$ cat config.mk
export PLATFORM = sky130hd
export DESIGN_NAME = cwr_recovery
export DESIGN_NICKNAME = d
export VERILOG_FILES = /design/src/hdl/cwr_pkg.sv /design/src/hdl/cwr_way_counter.sv /design/src/hdl/cwr_xlate_check.sv /design/src/hdl/cwr_recovery.sv
export VERILOG_INCLUDE_DIRS = /design/src /design/src/hdl
export SDC_FILE = /design/constraint.sdc
export NUM_CORES = 1
export LEC_CHECK = 0
export BUFFER_PORTS_ARGS = -buffer_cell sky130_fd_sc_hd__buf_4
export CAP_MARGIN = 10
export CORE_MARGIN = 10
export CORE_UTILIZATION = 52
export DETAILED_ROUTE_END_ITERATION = 7
export GPL_TIMING_DRIVEN = 0
export PLACE_DENSITY_LB_ADDON = 0.1
export SLEW_MARGIN = 40
export SYNTH_ARGS = -nofsm -noshare
export SYNTH_HDL_FRONTEND = slang
export SYNTH_HIERARCHICAL = 1
export SYNTH_SLANG_ARGS = --single-unit
$ cat constraint.sdc
create_clock -name CLK -period 4.5 [get_ports CLK]
set_clock_uncertainty 0.15 [all_clocks]
set_input_delay 0.9 -clock CLK [delete_from_list [all_inputs] [get_ports CLK]]
set_output_delay 0.9 -clock CLK [all_outputs]
set_load 0.005 [all_outputs]
$ cat src/hdl/cwr_regs.svh
// constants for the cache way retirement and translation error recovery block
// assumes inclusion by the counter, checker and recovery design files of the block
`ifndef CWR_REGS_SVH
`define CWR_REGS_SVH
`define CWR_L1_WAYS 4
`define CWR_L2_WAYS 8
`define CWR_ERR_THRESHOLD 4
`define CWR_INTERVAL_US 100
`define CWR_CLK_MHZ 250
`define CWR_INTERVAL_CYCLES (`CWR_INTERVAL_US * `CWR_CLK_MHZ)
`define CWR_CNT_W 8
`define CWR_FS_L1_DG 0
`define CWR_FS_L2_DG 1
`define CWR_UG_DX 0
`define CWR_UG_IX 1
`endif

$ cat src/hdl/cwr_pkg.sv
// types shared by the error recovery block and its leaves
// assumes nothing beyond a SystemVerilog compiler
package cwr_pkg;
    typedef enum logic [1:0] {
        CWR_SRC_L1,
        CWR_SRC_L2
    } cwr_src_e;
    // one translation buffer lookup result with both copies of a fully associative entry
    typedef struct packed {
        logic valid;
        logic is_instr;
        logic is_fully;
        logic direct_port;
        logic [5:0] index;
        logic par_err_a;
        logic par_err_b;
        logic [2:0] lock_copies;
    } cwr_xlate_s;
endpackage

$ cat src/hdl/cwr_way_counter.sv
// per-way error counter with threshold detect inside a fixed interval
// assumes err pulses and interval_end come from the core clock domain
`timescale 1ns/1ps
`include "cwr_regs.svh"
module cwr_way_counter
    import cwr_pkg::*;
#(
    parameter int WIDTH = `CWR_CNT_W,
    parameter int THRESHOLD = `CWR_ERR_THRESHOLD
)
(
    input wire logic clk,
    input wire logic reset_n,
    input wire logic err,
    input wire logic interval_end,
    output logic over
);
    typedef struct packed {
        logic [WIDTH-1:0] count;
        logic over;
    } cwr_cnt_s;
    cwr_cnt_s state;
    cwr_cnt_s next_state;

    // count saturates so a storm of errors cannot wrap below the threshold
    always_comb
    begin
        next_state = state;
        next_state.over = 1'b0;
        // an error on the restart cycle opens the new interval instead of being lost
        if (interval_end)
            next_state.count = err ? WIDTH'(1) : '0;
        else if (err && state.count != {WIDTH{1'b1}})
            next_state.count = state.count + 1'b1;
        if (err && !interval_end && state.count >= WIDTH'(THRESHOLD))
            next_state.over = 1'b1;
    end

    always_ff @(posedge clk)
    begin
        if (!reset_n)
            state <= '0;
        else
            state <= next_state;
    end
    assign over = state.over;
endmodule

$ cat src/hdl/cwr_xlate_check.sv
// translation buffer entry error classifier
// assumes one lookup result per cycle from the translation pipeline
`timescale 1ns/1ps
`include "cwr_regs.svh"
module cwr_xlate_check
    import cwr_pkg::*;
(
    input wire logic clk,
    input wire logic reset_n,
    input cwr_xlate_s look,
    output logic inval,
    output logic repair_a,
    output logic repair_b,
    output logic fatal,
    output logic urg_data,
    output logic urg_instr,
    output logic lock
);
    typedef struct packed {
        logic inval;
        logic repair_a;
        logic repair_b;
        logic fatal;
        logic urg_data;
        logic urg_instr;
        logic lock;
    } cwr_xc_s;
    cwr_xc_s state;
    cwr_xc_s next_state;

    function automatic logic vote3(input logic [2:0] v);
        vote3 = (v[0] & v[1]) | (v[0] & v[2]) | (v[1] & v[2]);
    endfunction

    // direct port reads report, translation lookups invalidate or repair silently, or go fatal when both copies fail
    always_comb
    begin
        logic any_err;
        any_err = 1'b0;
        next_state = '0;
        any_err = look.par_err_a | (look.is_fully & look.par_err_b);
        next_state.lock = look.is_fully & vote3(look.lock_copies);
        if (look.valid && look.direct_port && look.par_err_a)
        begin
            next_state.urg_data = !look.is_instr;
            next_state.urg_instr = look.is_instr;
        end
        else if (look.valid && any_err)
        begin
            if (!look.is_fully)
                next_state.inval = 1'b1;
            else if (look.par_err_a && look.par_err_b)
                next_state.fatal = 1'b1;
            else
            begin
                next_state.repair_a = look.par_err_a;
                next_state.repair_b = look.par_err_b;
            end
        end
    end

    always_ff @(posedge clk)
    begin
        if (!reset_n)
            state <= '0;
        else
            state <= next_state;
    end
    assign inval = state.inval;
    assign repair_a = state.repair_a;
    assign repair_b = state.repair_b;
    assign fatal = state.fatal;
    assign urg_data = state.urg_data;
    assign urg_instr = state.urg_instr;
    assign lock = state.lock;
endmodule

$ cat src/hdl/cwr_recovery.sv
// cache way retirement and translation buffer error recovery
// assumes the load/store pipeline and the second level cache carry out the
// requested writebacks and invalidations and answer with done pulses
// only one retirement runs at a time, so a second level reduction held back
// by the hold bit also holds back later first level retirements
// errors on a retired way are no longer counted
// restrainable, urgent and fatal reports leave as one-cycle pulses
// Notes on behaviour
// - with one data way already retired, only the failing entry is written back then invalidated.
// - with no data way retired, the failing way is flushed with writeback of dirty lines and never refilled.
// - retiring a data way sets the level one degrade flag and raises a restrainable error.
// - second level reduction waits while the reduction hold bit is set and starts once it clears.
// - with one second level way left, all its entries are invalidated but it stays usable, flag and error follow.
// - otherwise every second level way is invalidated and the failing way is disabled, flag and error follow.
// - translation tags and data carry parity, and the fully associative lock bit is a vote of three copies.
// - translation entries are checked both in lookups and in direct tag or data port reads.
// - an error seen through the data translation ports sets the data urgent flag and an urgent error.
// - an error seen through the instruction translation ports sets the instruction urgent flag and an urgent error.
// - a set associative entry error during lookup invalidates the entry silently.
// - a fully associative error in one copy is repaired from the other copy silently.
// - errors in both fully associative copies raise a fatal error.
// - each way of each cache has its own error counter.
// - a way is retired when its counter passes the threshold inside the interval.
`timescale 1ns/1ps
`include "cwr_regs.svh"
module cwr_recovery
    import cwr_pkg::*;
#(
    parameter int L1_WAYS = `CWR_L1_WAYS,
    parameter int L2_WAYS = `CWR_L2_WAYS,
    parameter int THRESHOLD = `CWR_ERR_THRESHOLD,
    parameter int INTERVAL_CYCLES = `CWR_INTERVAL_CYCLES
)
(
    input wire logic CLK,
    input wire logic RESET_N,
    input wire logic [L1_WAYS-1:0] L1_ERR,
    input wire logic [L2_WAYS-1:0] L2_ERR,
    input wire logic L2_REDUCTION_HOLD,
    input wire logic ASYNC_FAULT_CLEAR,
    input wire logic URGENT_CLEAR,
    input cwr_xlate_s XLATE_LOOK,
    input wire logic OP_DONE,
    output logic L1_ENTRY_FLUSH,
    output logic L1_WAY_FLUSH,
    output logic [L1_WAYS-1:0] L1_OP_WAY,
    output logic [L1_WAYS-1:0] L1_WAY_DISABLE,
    output logic L2_FLUSH_ALL,
    output logic [L2_WAYS-1:0] L2_OP_WAY,
    output logic [L2_WAYS-1:0] L2_WAY_DISABLE,
    output logic L1_WAY_DEGRADED_FLAG,
    output logic L2_WAY_DEGRADED_FLAG,
    output logic RESTRAINABLE_ERR,
    output logic DATA_XLATE_URGENT_FLAG,
    output logic INSTR_XLATE_URGENT_FLAG,
    output logic INSTR_URGENT_ERR,
    output logic FATAL_ERR,
    output logic XLATE_INVAL,
    output logic XLATE_REPAIR_A,
    output logic XLATE_REPAIR_B,
    output logic XLATE_LOCK
);
    // sequencer states; the three flush states hold their request until done
    typedef enum logic [2:0] {
        ST_IDLE,
        ST_L1_ENTRY,
        ST_L1_WAY,
        ST_L2_WAIT,
        ST_L2_FLUSH,
        ST_DONE
    } cwr_state_e;

    // every register of this module lives in this one struct; the counters and the checker keep their own
    typedef struct packed {
        cwr_state_e fsm;
        cwr_src_e src;
        logic [L1_WAYS-1:0] l1_op;
        logic [L1_WAYS-1:0] l1_dis;
        logic [L2_WAYS-1:0] l2_op;
        logic [L2_WAYS-1:0] l2_dis;
        logic l2_keep;
        logic [L2_WAYS-1:0] l2_pend;
        logic [L1_WAYS-1:0] l1_pend;
        logic l1_dg;
        logic l2_dg;
        logic restr;
        logic urg_d;
        logic urg_i;
        logic urg_err;
        logic [31:0] tick;
        logic tick_end;
    } cwr_top_s;

    cwr_top_s state;
    cwr_top_s next_state;

    // threshold pulses from the counters, urgent pulses from the checker
    logic [L1_WAYS-1:0] l1_over;
    logic [L2_WAYS-1:0] l2_over;
    logic xc_urg_d;
    logic xc_urg_i;

    // lowest set bit as one-hot, used for both caches
    function automatic logic [15:0] first_one(input logic [15:0] v);
        first_one = v & (~v + 16'h0001);
    endfunction


    // set bits, used to see how many second level ways are left
    function automatic int unsigned ones(input logic [15:0] v);
        ones = 0;
        for (int i = 0; i < 16; i++)
            ones += v[i];
    endfunction

    // one counter per way of each cache, restarted by the shared interval tick
    genvar g;
    generate
        for (g = 0; g < L1_WAYS; g++)
        begin : g_l1
            cwr_way_counter #(.THRESHOLD(THRESHOLD)) u_cnt (
                .clk(CLK),
                .reset_n(RESET_N),
                .err(L1_ERR[g] & ~state.l1_dis[g]),
                .interval_end(state.tick_end),
                .over(l1_over[g])
            );
        end
        // second level counters, same shape as the first level ones
        for (g = 0; g < L2_WAYS; g++)
        begin : g_l2
            cwr_way_counter #(.THRESHOLD(THRESHOLD)) u_cnt (
                .clk(CLK),
                .reset_n(RESET_N),
                .err(L2_ERR[g] & ~state.l2_dis[g]),
                .interval_end(state.tick_end),
                .over(l2_over[g])
            );
        end
    endgenerate

    // parity classification of translation lookups and direct port reads
    cwr_xlate_check u_xc (
        .clk(CLK),
        .reset_n(RESET_N),
        .look(XLATE_LOOK),
        .inval(XLATE_INVAL),
        .repair_a(XLATE_REPAIR_A),
        .repair_b(XLATE_REPAIR_B),
        .fatal(FATAL_ERR),
        .urg_data(xc_urg_d),
        .urg_instr(xc_urg_i),
        .lock(XLATE_LOCK)
    );

    // retirement sequencer; only one retirement runs at a time, later
    // threshold events are held in the pending masks, except those of a way retired or under work
    always_comb
    begin
        logic [15:0] pick;
        pick = '0;
        next_state = state;
        // pulses default to low every cycle
        next_state.restr = 1'b0;
        next_state.urg_err = 1'b0;
        next_state.tick_end = 1'b0;
        // interval timer
        if (state.tick >= 32'(INTERVAL_CYCLES - 1))
        begin
            next_state.tick = '0;
            next_state.tick_end = 1'b1;
        end
        else
            next_state.tick = state.tick + 32'h1;
        // a way already retired or under work is not queued again, else the
        // tail of its error burst would retire it a second time
        next_state.l1_pend = (state.l1_pend | l1_over) & ~state.l1_dis & ~state.l1_op;
        next_state.l2_pend = (state.l2_pend | l2_over) & ~state.l2_dis & ~state.l2_op;
        // urgent flags: set wins over a clear in the same cycle
        if (URGENT_CLEAR)
        begin
            next_state.urg_d = 1'b0;
            next_state.urg_i = 1'b0;
        end
        if (xc_urg_d)
            next_state.urg_d = 1'b1;
        if (xc_urg_i)
            next_state.urg_i = 1'b1;
        // one urgent error pulse even when both ports report in one cycle
        if (xc_urg_d || xc_urg_i)
            next_state.urg_err = 1'b1;
        // degrade flags: a retirement in the same cycle wins over the clear
        if (ASYNC_FAULT_CLEAR)
        begin
            next_state.l1_dg = 1'b0;
            next_state.l2_dg = 1'b0;
        end
        // sequencer proper
        case (state.fsm)
            ST_IDLE:
            begin
                // first level work goes first; the second level may sit under hold
                if (state.l1_pend != '0)
                begin
                    // the lowest pending way is retired first
                    pick = first_one(16'(state.l1_pend));
                    next_state.src = CWR_SRC_L1;
                    next_state.l1_op = pick[L1_WAYS-1:0];
                    next_state.l1_pend = next_state.l1_pend & ~pick[L1_WAYS-1:0];
                    if (state.l1_dis != '0)
                        next_state.fsm = ST_L1_ENTRY;
                    else
                        next_state.fsm = ST_L1_WAY;
                end
                else if (state.l2_pend != '0)
                    next_state.fsm = ST_L2_WAIT;
            end
            ST_L1_ENTRY:
            begin
                // entry writeback then invalidate, done by the pipeline
                if (OP_DONE)
                    next_state.fsm = ST_DONE;
            end
            ST_L1_WAY:
            begin
                // dirty lines written back before the way is invalidated
                if (OP_DONE)
                begin
                    next_state.l1_dis = state.l1_dis | state.l1_op;
                    next_state.l1_dg = 1'b1;
                    next_state.restr = 1'b1;
                    next_state.fsm = ST_DONE;
                end
            end
            ST_L2_WAIT:
            begin
                // hold keeps the reduction pending without dropping it
                if (!L2_REDUCTION_HOLD)
                begin
                    pick = first_one(16'(state.l2_pend));
                    next_state.src = CWR_SRC_L2;
                    next_state.l2_op = pick[L2_WAYS-1:0];
                    next_state.l2_pend = next_state.l2_pend & ~pick[L2_WAYS-1:0];
                    // the way is kept when every other way is already retired
                    next_state.l2_keep = (ones(16'(state.l2_dis)) >= L2_WAYS - 1);
                    next_state.fsm = ST_L2_FLUSH;
                end
            end
            ST_L2_FLUSH:
            begin
                if (OP_DONE)
                begin
                    // a kept last way is flushed but stays in service
                    if (!state.l2_keep)
                        next_state.l2_dis = state.l2_dis | state.l2_op;
                    next_state.l2_dg = 1'b1;
                    next_state.restr = 1'b1;
                    next_state.fsm = ST_DONE;
                end
            end
            ST_DONE:
            begin
                // way selects drop one cycle after the flush request ends
                next_state.l1_op = '0;
                next_state.l2_op = '0;
                next_state.fsm = ST_IDLE;
            end
            // unused codes fall back to idle
            default:
                next_state.fsm = ST_IDLE;
        endcase
    end

    // synchronous reset puts every field to zero and the sequencer to idle
    always_ff @(posedge CLK)
    begin
        if (!RESET_N)
        begin
            state <= '0;
            state.fsm <= ST_IDLE;
        end
        else
            state <= next_state;
    end

    // invalidate requests; the second level flush covers every way in both cases
    assign L1_ENTRY_FLUSH = (state.fsm == ST_L1_ENTRY);
    assign L1_WAY_FLUSH = (state.fsm == ST_L1_WAY);
    assign L2_FLUSH_ALL = (state.fsm == ST_L2_FLUSH);

    // way selects and retired masks straight from the state
    assign L1_OP_WAY = state.l1_op;
    assign L2_OP_WAY = state.l2_op;
    assign L1_WAY_DISABLE = state.l1_dis;
    assign L2_WAY_DISABLE = state.l2_dis;

    // sticky flags and one-cycle error pulses, all from flip-flops
    assign L1_WAY_DEGRADED_FLAG = state.l1_dg;
    assign L2_WAY_DEGRADED_FLAG = state.l2_dg;
    assign RESTRAINABLE_ERR = state.restr;
    assign DATA_XLATE_URGENT_FLAG = state.urg_d;
    assign INSTR_XLATE_URGENT_FLAG = state.urg_i;
    assign INSTR_URGENT_ERR = state.urg_err;
endmodule

# Yosys cells after proc, flatten, opt, wreduce, memory -nomap -nowiden
# Index checks and enable logic that the tools add are counted.
# totals
register_bits	194
input_bits	33
word_cells	312
# op_classes
n_addsub	22
n_lt_le_gt_ge	14
eq_ne	21
muxes	76
bitwise_logic	57
n_reduce_logical	75
# op_table
operator	count
$mux W8	27
$add A8 B1 Y8 const B	13
$ge A8 B3 Y1 const B	13
$ne A8 B8 Y1 const B	12
$logic_and A1 B1 Y1	40
$mux W1	34
$add A32 B1 Y32 const B	1
$and A8 B8 Y8	4
$ge A32 B15 Y1 const B	1
$not A8 Y8	4
$reduce_bool A2 Y1	16
$and A1 B1 Y1	17
$not A1 Y1	17
$and A4 B4 Y4	4
$not A4 Y4	4
$or A8 B8 Y8	2
$pmux W8 S2	1
$mux W4	3
$reduce_and A2 Y1	5
$mux W3	3
$pmux W3 S3	1
$add A7 B1 Y8	1
$mux W2	4
$or A4 B4 Y4	2
other kinds (27)	36

# Logic depth before layout (Yosys ltp)
# logic_depth
ltp_word	8
mapped_depth	10

# Modules after synthesis
# Netlist, hierarchy kept.
# by_module_without_submodules
mod	n_inst	cells_per_inst	area_each_um2
cwr_way_counter (g_l1[0].u_cnt ...)	11	59	516.7
cwr_recovery	1	367	3357.0
cwr_way_counter (g_l2[1].u_cnt)	1	58	511.7
cwr_xlate_check	1	21	220.2

# Worst setup path after synthesis
# OpenSTA, ideal clock, no wires.
# synth_timing
path_kind	reg-to-reg
from	register state, in the netlist L2_WAY_DISABLE[0]
to	register, netlist name state[51]
setup_time_ns	0.136
arrival_ns	2.880
required_ns	4.214
slack_ns	1.334
stages_incl_launch_ff	11
path_buffers	0
path_cell_list	dfxtp_1 inv_1 fa_1 fa_1 fa_1 inv_1 ha_1 fa_1 xor2_1 a32oi_1 a211oi_1
# synth_rtl
item	line	text
start, declared	cwr_recovery.sv:94	cwr_top_s state;
start signal, assigned	cwr_recovery.sv:283	state <= next_state;

==> results by group <==
Clock tree
  • Insertion delay to the later sink of the worst-skew pair: 0.43 ns
  • Num CTS Buffers: 17
  • Clk pin slew, worst setup/hold paths: 0.07 ns
  • # H-tree levels: 4
  • Post-CTS Resized: 0
  • Clk buf depth: 2
  • CTS tree: built
  • Cts hold-fix bufs: 0
  • Clock tree sinks: 194
  • Post-CTS Setup Inserts: 0
  • Clock root buffer: clkbuf_16

Yosys
  • Ys flop type: dfxtp_1
  • Yosys warnings: 6
  • Async S/R FF share, synth: 0
  • Post-Syn Instances: 1,095
  • Top cells by area, synth: dfxtp_1 (40%), buf_4 (3.8%), nand2_1 (3.6%), ha_1 (3.6%), a31oi_1 (3.3%)
  • EDFF count, synth: 0
  • Area leader, netlist: dfxtp_1
  • Mapped cell area: 0.00977 mm²
  • Mapped Avg Cell Area: around 8.9 µm²
  • Synth unique cells: between 60 and 70
  • Yosys reg bits: 194
  • Post-synthesis sequential area ratio: 0.397
  • Share of the synthesized area in the top cell type: 0.397

Power and ir drop
  • IR drop worst, VDD: 0.247 mV
  • Leakage power: 0.00437 µW
  • P per Cell Area: approximately 330 mW/mm²

Placed design
  • Dpl hpwl: 15,000 µm
  • IO Port Bufs: 64
  • GP Congestion: 0.840

GRT
  • Global Route Usage Sum: 0.173
  • Largest net degree at the start of global routing: 56
  • First-pass GRT wire length: between 30,000 and 40,000 µm
  • Initial antenna violation count: 0
  • Total gr overflow: 0
  • Vias in the first global route: 7,562

Routing
  • Routed WL: 21,400 µm
  • Vias per inst: 5.72
  • DRT iter0 DRCs: just under 500
  • DR pass1 iterations: 5
  • WL per Instance: between 10 and 15 µm
  • ANT nets after route: 0
  • DRC viols: 0
  • DR vias: 8,252

STA
  • TNS Setup: 0 ns
  • Max Slew Vio Count: 0
  • Tcrit/Tclk final: 0.762
  • Tightest Pin Transition: 0.676 ns
  • Max Freq: around 0.29 GHz
  • Final hold slack: 0.328 ns
  • Tmin final: between 3 and 4 ns
  • RSZ-0062 raised after global routing: false
  • Final setup viols: 0
  • Hold Fails Final Rpt: 0
  • Rel. slew slack: 0.549

Final layout
  • Final #Nets: 1,260
  • Register area: 0.00389 mm²
  • Layout overhead on the synthesized area: 15.1%
  • Multi-input logic area: 0.00512 mm²
  • Fillers: 1,674
  • # diodes: 0
  • Layout cells sized above 1: 0.183

Setup path
  • Worst-path cell chain: inv_1, fa_1, fa_1, fa_1, inv_1, ha_1, fa_1, xor2_1, a32oi_1, a211oi_1
  • Slowest-stage cell, CP: fa_1
  • Reg-to-Reg End: state[51]
  • CP max FO: 5
  • FF-to-FF Start: L2_WAY_DISABLE[0]
  • WP data arrival: 3.57 ns
  • Crit end category: register
  • CP Class: register to register
  • Reg2Reg Depth: 10
  • Slowest stage delay, CP: 0.56 ns
  • Worst path required time: 4.64 ns
  • R2R setup slack: 1.07 ns
  • CP most frequent cell: fa_1
  • Startpoint Class: register

Floorplanning
  • Io pins: 71
  • Initial Util: 0.526
  • Die ar.: 0.0247 mm²
  • Total core area: around 0.019 mm²
  • Horiz. Die Dim: 157 µm
  • Row cnt: 50
  • Die Ht: 157 µm

Outcome
  • Status: completed

Worst hold path
  • HP Class: register to register
  • Hold path start: state[1]
  • Hold depth: 1
  • Hold Crit Endpoint: state[1]

Flow run
  • Max Cap Viol: 0
[cells in the mapped netlist, types with 13 or more instances]
cell type  instances
nand4_1           24
nor2b_1           28
nand4b_1          13
o31ai_1           13
ha_1              28
nand2_1           95
inv_1             78
nand3_1           19
nor4_1            26
and3_1            23
dfxtp_1          194
a21oi_1           64
and4_1            26
buf_4             49
a31oi_1           52
a211oi_1          28
or4_1             15
nor3_1            38
nor2_1            54
o2111a_1          14
o21ai_0           20
nand2b_1          25
[state kept, by name (all words and copies together), names as in the netlist]
register                 cells
DATA_XLATE_URGENT_FLAG       1
INSTR_URGENT_ERR             1
INSTR_XLATE_URGENT_FLAG      1
L1_OP_WAY                    4
L1_WAY_DEGRADED_FLAG         1
L1_WAY_DISABLE               4
L2_OP_WAY                    8
L2_WAY_DEGRADED_FLAG         1
L2_WAY_DISABLE               8
RESTRAINABLE_ERR             1
g_l1.u_cnt/over              4
g_l1.u_cnt/state            32
g_l2.u_cnt/over              8
g_l2.u_cnt/state            64
state                       49
u_xc/fatal                   1
u_xc/inval                   1
u_xc/lock                    1
u_xc/repair_a                1
u_xc/repair_b                1
u_xc/urg_data                1
u_xc/urg_instr               1
[logic make-up after synthesis]
family                   Yosys count  synth area share
other                              1          0.000384
AO/OA/AOI/OAI                    244             0.175
flip-flops                       194             0.397
XOR/XNOR                          14            0.0125
buffers and inverters            148            0.0848
adder cells (fa/ha/maj)           32            0.0440
AND/OR/NAND/NOR                  450             0.274
multiplexers                      12            0.0123
[worst max path at each step]
stage                endpoint  cells after the start               from
floorplan           state[51]                     10  L2_WAY_DISABLE[0]
global placement    state[51]                     10  L2_WAY_DISABLE[0]
detailed placement  state[51]                     10  L2_WAY_DISABLE[0]
CTS                 state[51]                     10  L2_WAY_DISABLE[0]
global route        state[51]                     10  L2_WAY_DISABLE[0]
finish              state[51]                     10  L2_WAY_DISABLE[0]
[worst max-delay path: cells and delay by family (launching register included)]
kind | cells | cell delay (ns)
flops | 1 | 0.48
compound gates | 2 | 0.29
fa+ha+maj | 5 | 2.04
buf+inv | 2 | 0.15
xor+xnor | 1 | 0.17
[metrics by stage]
| step | instance area [µm²] | total power, µW | setup WS (ns) | std cells | utilization |
|---|---|---|---|---|---|
| floorplan | 9830 | 2050 | 1.33 | 1111 | - |
| global placement | 10600 | 2170 | 1.04 | 1409 | 0.571 |
| detailed placement | 10600 | 2170 | 1.03 | 1410 | 0.572 |
| CTS | 11300 | 3760 | 1.02 | 1442 | 0.606 |
| global route | 11300 | 3880 | 0.859 | 1442 | 0.606 |
| finish | 11300 | 3720 | 1.07 | 1442 | 0.606 |
[layout make-up]
type,instances,share of cell area
multi-input combinational,769,0.455
sequential,194,0.345
buffer,70,0.0476
timing repair buffer,65,0.0445
clock buffer,17,0.0378
inverter,78,0.0260
tap,234,0.0260
clock inverter,15,0.0176
[power breakdown]
group          switching (µW)  leakage, µW  internal, µW
registers                25.2      0.00157          1750
logic                     214      0.00250           143
clock network             694     0.000292           892
[cell usage in the layout (no fill, tap or decap), types with 12 or more instances in the layout]
cell type / instances
o2111a_1: 14
or4_1: 15
xnor2_1: 12
o31ai_1: 13
nand4b_1: 13
buf_4: 113
ha_1: 28
a211oi_1: 28
dfxtp_1: 193
nor3_2: 12
nor2b_1: 28
o2111ai_1: 12
conb_1: 17
o22ai_1: 12
nor4_1: 26
a211oi_2: 12
inv_1: 78
a31oi_1: 52
nand3_1: 19
a21oi_1: 64
nor2_1: 54
and3_1: 23
nor3_1: 38
nor3b_1: 12
nand2_1: 95
and4_1: 26
nand2b_1: 25
mux2i_1: 12
o21ai_0: 20
nand4_1: 24
clkbuf_16: 17
[layer usage]
| layer | vias to the layer above | global-route usage | wire length, µm |
|---|---|---|---|
| li1 | 4219 | - | - |
| met1 | 3872 | 0.228 | 10300 |
| met2 | 148 | 0.280 | 9970 |
| met3 | 13 | 0.0401 | 857 |
| met4 | 0 | 0.0454 | 208 |
| met5 | - | 0 | 0 |
No activity file was read; power rests on OpenSTA's default activity.
